===== src/common/dual_irq_defs.vh =====
// constants for the dual master interrupt logic
`ifndef DUAL_IRQ_DEFS_VH
`define DUAL_IRQ_DEFS_VH

// status register pointer value (low two pointer bits)
`define STAT_PTR        2'b10

// status register bit positions
`define BIT_PEER_TEST   7
`define BIT_SELF_TEST   6
`define BIT_UNUSED_HI   5
`define BIT_UNUSED_LO   4
`define BIT_LOST_CTRL   3
`define BIT_NOT_IDLE    2
`define BIT_REC_DONE    1
`define BIT_DS_IRQ      0

// reset values
`define STAT_RST        8'h00
`define FLAG_RST        1'b0
`define BUSY_RST        1'b0
`define CNT_RST         2'h0

// read clear happens on this scl rising edge of a status read
`define CLR_EDGE_IDX    2'h1
`define CNT_MAX         2'h3

// channel count and synchroniser layout
`define NUM_CH          2
`define SYNC_W          5
`define SY_SCL0         0
`define SY_SCL1         1
`define SY_DS_SCL       2
`define SY_DS_SDA       3
`define SY_DS_IRQ_N     4

`endif


===== src/hdl/sync2.v =====
// two flip-flop synchroniser for a group of independent level signals
`timescale 1ns/1ps
module sync2 #(
   parameter WIDTH = 1
) (
   input  wire             sys_clk,
   input  wire             reset,
   input  wire [WIDTH-1:0] async_in,
   input  wire [WIDTH-1:0] rst_val,
   output wire [WIDTH-1:0] sync_out
);

   genvar b;
   generate
      for (b = 0; b < WIDTH; b = b + 1)
      begin : g_bit
         reg meta_q;
         reg sync_q;
         // rst_val is a constant at every instance, keeps idle-high pins quiet
         always @(posedge sys_clk)
         begin
            if (reset)
            begin
               meta_q <= rst_val[b];
               sync_q <= rst_val[b];
            end
            else
            begin
               meta_q <= async_in[b];
               sync_q <= meta_q;
            end
         end
         assign sync_out[b] = sync_q;
      end
   endgenerate

endmodule // sync2


===== src/hdl/dual_master_interrupt_logic.v =====
// interrupt logic of a two master bus selector: flags, masks, status, irq pins
// Functional notes
// - losing master gets irq after disconnection
// - lost control mask suppresses that irq
// - recovery request makes recovery precede connection
// - recovery completion raises new master irq
// - recovery done mask suppresses completion irq
// - no recovery: busy bus at switch raises irq
// - not idle mask suppresses bus sensor irq
// - low downstream input drives both irqs low
// - downstream mask blocks only own channel
// - self test bit drives own irq low
// - peer test bit drives other irq low
// - clearing test bits removes test irqs
// - irq outputs are open drain, pull low only
// - two status copies, reader gets own copy
// - status at pointer 10b, bits 5:4 zero
// - bit 7 mirrors peer test request
// - bit 6 mirrors own self test request
// - bit 3 set on lost control event
// - bit 2 set on busy switch without recovery
// - bit 1 set on recovery completion
// - bit 0 follows downstream interrupt input
// - status read clears bits 3:1 on second scl
// - read leaves test and downstream bits alone
// - downstream still low after read re-raises irq
`timescale 1ns/1ps
`include "dual_irq_defs.vh"
module dual_master_interrupt_logic (
   input  wire       sys_clk,
   input  wire       reset,
   // ****************************************************************
   // upstream master ports (scl pins, slave engine read qualifiers)
   // ****************************************************************
   input  wire       scl_ch0,
   input  wire       scl_ch1,
   input  wire       rd_active_ch0,
   input  wire       rd_active_ch1,
   input  wire [1:0] reg_ptr_ch0,
   input  wire [1:0] reg_ptr_ch1,
   // ****************************************************************
   // control register bits, one per channel, index = channel
   // ****************************************************************
   input  wire [1:0] lost_ctrl_mask,
   input  wire [1:0] recovery_done_mask,
   input  wire [1:0] not_idle_mask,
   input  wire [1:0] downstream_irq_mask,
   input  wire [1:0] self_test_req,
   input  wire [1:0] peer_test_req,
   input  wire [1:0] recovery_request,
   // ****************************************************************
   // switch sequencer events
   // ****************************************************************
   input  wire       lost_ev,
   input  wire       lost_ch,
   input  wire       connect_ev,
   input  wire       connect_ch,
   input  wire       rec_done_ev,
   // ****************************************************************
   // downstream pins
   // ****************************************************************
   input  wire       ds_scl,
   input  wire       ds_sda,
   input  wire       ds_irq_n,
   // ****************************************************************
   // outputs
   // ****************************************************************
   output wire       irq_out_ch0_o,
   output wire       irq_out_ch0_oe_n,
   output wire       irq_out_ch1_o,
   output wire       irq_out_ch1_oe_n,
   output wire [7:0] status_ch0,
   output wire [7:0] status_ch1,
   output wire       ds_busy
);

   // ****************************************************************
   // pin synchronisers
   // ****************************************************************
   wire [`SYNC_W-1:0] pins_raw;
   wire [`SYNC_W-1:0] pins_s;

   assign pins_raw = {ds_irq_n, ds_sda, ds_scl, scl_ch1, scl_ch0};

   // idle bus and released irq input are high, so reset to ones
   sync2 #(
      .WIDTH (`SYNC_W)
   ) u_sync (
      .sys_clk  (sys_clk),
      .reset    (reset),
      .async_in (pins_raw),
      .rst_val  ({`SYNC_W{1'b1}}),
      .sync_out (pins_s)
   );

   wire ds_irq_act;

   assign ds_irq_act = ~pins_s[`SY_DS_IRQ_N];

   // ****************************************************************
   // downstream bus sensor: start/stop watcher
   // ****************************************************************
   reg ds_scl_q;
   reg ds_sda_q;
   reg busy_q;
   reg busy_d;

   always @*
   begin
      busy_d = busy_q;
      if (ds_scl_q && pins_s[`SY_DS_SCL])
      begin
         if (ds_sda_q && !pins_s[`SY_DS_SDA])
            busy_d = 1'b1;
         else if (!ds_sda_q && pins_s[`SY_DS_SDA])
            busy_d = 1'b0;
      end
   end

   // sensor runs all the time, recovery or not
   always @(posedge sys_clk)
   begin
      if (reset)
      begin
         ds_scl_q <= 1'b1;
         ds_sda_q <= 1'b1;
         busy_q   <= `BUSY_RST;
      end
      else
      begin
         ds_scl_q <= pins_s[`SY_DS_SCL];
         ds_sda_q <= pins_s[`SY_DS_SDA];
         busy_q   <= busy_d;
      end
   end

   assign ds_busy = busy_q;

   // ****************************************************************
   // per channel flags, status copy and irq pin
   // ****************************************************************
   wire [1:0] scl_s;
   wire [1:0] rd_act;
   wire [3:0] ptr_all;
   wire [7:0] stat_w [0:1];
   wire [1:0] oe_n_w;

   assign scl_s   = {pins_s[`SY_SCL1], pins_s[`SY_SCL0]};
   assign rd_act  = {rd_active_ch1, rd_active_ch0};
   assign ptr_all = {reg_ptr_ch1, reg_ptr_ch0};

   genvar i;
   generate
      for (i = 0; i < `NUM_CH; i = i + 1)
      begin : g_ch
         reg        scl_q;
         reg [1:0]  edge_cnt_q;
         reg [1:0]  edge_cnt_d;
         reg        lost_q;
         reg        rdone_q;
         reg        nidle_q;
         reg [7:0]  stat_q;
         reg [7:0]  stat_d;
         reg        oe_n_q;
         wire       scl_rise;
         wire       stat_sel;
         wire       rd_clr;
         wire       set_lost;
         wire       set_rdone;
         wire       set_nidle;
         wire       peer_test;
         wire       pend;

         // ----- read clear timing -----
         assign scl_rise = scl_s[i] && !scl_q;
         assign stat_sel = rd_act[i] && (ptr_all[2*i+1:2*i] == `STAT_PTR);
         // second rising scl edge while reading own status
         assign rd_clr   = stat_sel && scl_rise && (edge_cnt_q == `CLR_EDGE_IDX);

         always @*
         begin
            edge_cnt_d = edge_cnt_q;
            if (!rd_act[i])
               edge_cnt_d = `CNT_RST;
            else if (scl_rise && edge_cnt_q != `CNT_MAX)
               edge_cnt_d = edge_cnt_q + 2'h1;
         end

         // ----- event sources -----
         assign set_lost  = lost_ev && (lost_ch == i);
         // recovery done is only reported when this master asked for it
         assign set_rdone = rec_done_ev && (connect_ch == i)
                            && recovery_request[i];
         // bus sensor only counts when recovery was not requested
         assign set_nidle = connect_ev && (connect_ch == i)
                            && !recovery_request[i] && busy_q;
         assign peer_test = peer_test_req[1-i];

         // ----- status byte -----
         always @*
         begin
            stat_d = `STAT_RST;
            stat_d[`BIT_PEER_TEST] = peer_test;
            stat_d[`BIT_SELF_TEST] = self_test_req[i];
            stat_d[`BIT_UNUSED_HI] = 1'b0;
            stat_d[`BIT_UNUSED_LO] = 1'b0;
            stat_d[`BIT_LOST_CTRL] = lost_q;
            stat_d[`BIT_NOT_IDLE]  = nidle_q;
            stat_d[`BIT_REC_DONE]  = rdone_q;
            // level, never cleared by a read
            stat_d[`BIT_DS_IRQ]    = ds_irq_act;
         end

         // ----- irq pending, mask per flag source, test bits never masked -----
         assign pend = (lost_q  && !lost_ctrl_mask[i])
                    || (rdone_q && !recovery_done_mask[i])
                    || (nidle_q && !not_idle_mask[i])
                    || (ds_irq_act && !downstream_irq_mask[i])
                    || self_test_req[i]
                    || peer_test;

         always @(posedge sys_clk)
         begin
            if (reset)
            begin
               scl_q      <= 1'b1;
               edge_cnt_q <= `CNT_RST;
               lost_q     <= `FLAG_RST;
               rdone_q    <= `FLAG_RST;
               nidle_q    <= `FLAG_RST;
               stat_q     <= `STAT_RST;
               oe_n_q     <= 1'b1;
            end
            else
            begin
               scl_q      <= scl_s[i];
               edge_cnt_q <= edge_cnt_d;
               // a new event in the clearing cycle wins over the clear
               if (set_lost)
                  lost_q <= 1'b1;
               else if (rd_clr)
                  lost_q <= 1'b0;
               if (set_rdone)
                  rdone_q <= 1'b1;
               else if (rd_clr)
                  rdone_q <= 1'b0;
               if (set_nidle)
                  nidle_q <= 1'b1;
               else if (rd_clr)
                  nidle_q <= 1'b0;
               stat_q     <= stat_d;
               // enable low only while asserting, else released
               oe_n_q     <= ~pend;
            end
         end

         assign stat_w[i] = stat_q;
         assign oe_n_w[i] = oe_n_q;
      end
   endgenerate

   // ****************************************************************
   // output pins
   // ****************************************************************
   // data side of the open-drain pins is held low from a flop
   reg drive_lvl_q;

   always @(posedge sys_clk)
   begin
      if (reset)
         drive_lvl_q <= 1'b0;
      else
         drive_lvl_q <= 1'b0;
   end

   assign irq_out_ch0_o    = drive_lvl_q;
   assign irq_out_ch1_o    = drive_lvl_q;
   assign irq_out_ch0_oe_n = oe_n_w[0];
   assign irq_out_ch1_oe_n = oe_n_w[1];
   assign status_ch0       = stat_w[0];
   assign status_ch1       = stat_w[1];

endmodule // dual_master_interrupt_logic


===== config.mk =====
export PLATFORM = sky130hd
export DESIGN_NAME = dual_master_interrupt_logic
export DESIGN_NICKNAME = d
export VERILOG_FILES = /design/src/hdl/sync2.v /design/src/hdl/dual_master_interrupt_logic.v
export VERILOG_INCLUDE_DIRS = /design/src /design/src/common
export SDC_FILE = /design/constraint.sdc
export NUM_CORES = 1
export LEC_CHECK = 0
export BUFFER_PORTS_ARGS = -buffer_cell sky130_fd_sc_hd__buf_2
export CORE_MARGIN = 5
export CORE_UTILIZATION = 43
export DETAILED_ROUTE_END_ITERATION = 7
export PLACE_DENSITY = 0.7
export RECOVER_POWER = 25
export SKIP_CTS_REPAIR_TIMING = 1
export SYNTH_ARGS = -nofsm -noshare
export SYNTH_HDL_FRONTEND = slang
export SYNTH_HIERARCHICAL = 1
export SYNTH_SLANG_ARGS = --single-unit

===== constraint.sdc =====
create_clock -name sys_clk -period 2.5 [get_ports sys_clk]
set_input_delay 0 -clock sys_clk [delete_from_list [all_inputs] [get_ports sys_clk]]
set_output_delay 0 -clock sys_clk [all_outputs]
set_load 0.02 [all_outputs]

==> run summary <==
Status - finished, final reports clean
Post-synth top area share - 50.0%
Skew final - 0.00978 ns
Global-route wire length before repair - 4510 um
DRC - 0
Initial core utilization - 44.9%
Seq cells post-synth - 38
Critical path fanouts, max - 3
CP Launch Type - register
Port Buf Inserts - 46
Synth cell types - 29
Dominant cell type by area after synthesis - dfxtp_1
Synthesized cell area - 1520 sq um
Die area - 4820 sq um
Syn avg cell area - 11.3 sq um
N_diodes - 0
Fraction of layout cells with a size suffix above 1 - 32.2%
Worst path arrival time - 1.99 ns
R2r startpoint - g_ch[1].edge_cnt_q[0]$_SDFFE_PP0P_
Initial DRC count - 66
DIE WIDTH - 69.5 um
Clk Tree Root Cell - clkbuf_4
Post-detailed-routing wire length - 2930 um
Asr flop ratio synth - 0%
Worst VDD drop - 0.297 mV
Reg2reg end - g_ch[1].nidle_q$_SDFFE_PP0P_
Synth cell count leaders - dfxtp_1, buf_4, inv_1, mux2_4, nand2_1
Total track usage - 11.7%
# rows - 21
Detailed placement HPWL - 2090 um
Worst Path Required - 2.73 ns
Maxcap violations - 0
Synth warnings - 6
CTS tree - built
Initial antenna violation count - 0
P&R area growth vs syn - 32.6%
Vias in the first global route - 1,023
Initial DRT Pass Iterations - 4
Critical path launch point - g_ch[1].edge_cnt_q[0]$_SDFFE_PP0P_
Final Cycle Share - 70.3%
Worst-path clk slew - 0.11 ns
Worst Setup Slack, final - 0.742 ns
Worst r2r path cells - 5
Headroom to the max-slew limit - 61.2%
Pre-CTS WS - 1.25 ns
Final setup viols - 0
Ys flop type - dfxtp_1
Htree depth - 2
Final Hold Viols - 0
Worst-Skew Late Latency - 0.33 ns
Worst R2R Setup Slack - 0.74 ns
Count leader, synth - dfxtp_1
Seq/Total Area, Yosys - 50.0%
Hold crit path type - in2reg
# clock sinks - 38
Layout Cells excl Fill - 257
Actual slew at the worst max-slew pin - 0.583 ns
Global route overflow - 0
Placed Cells - 226
FMAX - 569 MHz
Lkg Pwr - 0.000951 uW
IO Count - 53
DRT antenna net count - 0
Drt via density - 4.39
Area contributors post-synth - dfxtp_1, mux2_4, buf_4
RSZ-0062 raised after global routing - false
Core ar. - 3390 sq um
Cells after synthesis - 135
Fin crit period - 1.76 ns
Nets@finish - 247
Fill cell count - 287
Critical Path Sink - g_ch[1].nidle_q$_SDFFE_PP0P_
EDFF count, synth - 0
Slew Viols, Final - 0
CTS buffer count - 5
DR vias - 1,127
CP Class - reg2reg
Largest net degree at the start of global routing - 29
Clk buf depth - 2
Setup TNS - 0 ns
Average routed wire per standard cell - 11.4 um
CP endpoint kind - register
Die Y - 69.5 um
GPL Wtd Cong - 0.739
PD cells - 569 nW/um^2
-- flip-flops by register name, summed over array words and instances, names as in the netlist --
signal	count
g_ch.rdone_q	2
g_ch.edge_cnt_q	4
irq_out_ch0_oe_n	1
ds_busy	1
ds_scl_q	1
status_ch0	6
u_sync/g_bit.sync_q	5
irq_out_ch1_oe_n	1
ds_sda_q	1
g_ch.nidle_q	2
u_sync/g_bit.meta_q	5
status_ch1	5
g_ch.lost_q	2
g_ch.scl_q	2
-- worst min path at each step --
stage | startpoint | end | slack, ns | cells past startpoint
after floorplan | reset | status_ch0[6]$_SDFF_PP0_ | 0.07 | 1
after global placement | self_test_req[1] | irq_out_ch1_oe_n$_SDFF_PP1_ | 0.20 | 2
after detailed placement | self_test_req[1] | irq_out_ch1_oe_n$_SDFF_PP1_ | 0.21 | 2
after CTS | self_test_req[1] | irq_out_ch1_oe_n$_SDFF_PP1_ | -0.16 | 2
after global routing | connect_ch | g_ch[0].rdone_q$_SDFFE_PP0P_ | 0.02 | 3
final | connect_ch | g_ch[0].rdone_q$_SDFFE_PP0P_ | 0.01 | 3
-- kinds of logic (layout without fill, tap and decap cells) --
logic type | count (synthesis) | in the layout | share of synthesized area [%]
AOI/OAI and AO/OA | 12 | 12 | 6.75
xor gates and xnor gates | 2 | 2 | 1.15
adders and majority gates | 5 | 5 | 4.12
buffers and inverters | 26 | 88 | 10.2
DFF | 38 | 38 | 50.0
muxes | 11 | 11 | 10.5
other | 2 | 16 | 0.494
and+or+nand+nor | 39 | 39 | 16.7
-- layout by cell type (no fill, tap or decap), types with 2 or more instances in the layout --
master	count
a211oi_2	2
buf_2	44
clkbuf_1	3
clkbuf_4	5
conb_1	16
dfxtp_1	38
dlygate4sd3_1	23
ha_1	5
inv_1	10
mux2_1	5
mux2_4	5
nand2_1	8
nand2b_1	2
nand4b_1	4
nor2_1	7
nor2_2	2
nor2b_1	6
nor3b_2	2
nor3b_4	2
o221ai_1	2
o22ai_1	3
o31ai_1	2
o41ai_1	2
or2_2	3
xnor2_1	2
-- metrics by stage --
stage / power, uW / instance area [sq um] / hold slack [ns] / util (%)
6_report: 1150 / 2020 / 0.0130 / 59.5
5_1_grt: 1210 / 2020 / 0.0223 / 59.5
4_1_cts: 1140 / 1810 / -0.163 / 53.3
3_5_place_dp: 819 / 1750 / 0.209 / 51.5
3_3_place_gp: 815 / 1750 / 0.205 / 51.5
2_1_floorplan: 787 / 1570 / 0.0716 / -
-- worst max-delay path, stage by stage (launching register included) --
cell           delay, ns
dfxtp_1             0.40
ha_1                0.17
nand4b_1            0.12
nor3b_2             0.31
o22ai_1             0.10
dlygate4sd3_1       0.57
-- area by class of cell --
class                      instances  area (sq um)  share of cell area, %
sequential                        38           761                   37.7
inverter                          11          41.3                   2.05
clock buffer                       7          55.1                   2.73
tap                               46          57.6                   2.86
timing repair buffer              69           458                   22.7
clock inverter                     1          5.00                  0.248
multi-input combinational         85           638                   31.7
-- power by group --
group / switching, uW / internal [uW] / total, uW
Clock: 187 / 136 / 323
Combinational: 77.7 / 89.2 / 167
Sequential: 16.0 / 642 / 658
-- routing by layer --
metal | GRT usage (%) | vias to the layer above | wire (um)
met5 | 0 | - | 0
met4 | 4.34 | 0 | 43
met3 | 7.10 | 6 | 314
met2 | 19.6 | 43 | 1410
met1 | 11.8 | 504 | 1170
li1 | - | 574 | -
No activity file was read; power rests on OpenSTA's default activity.
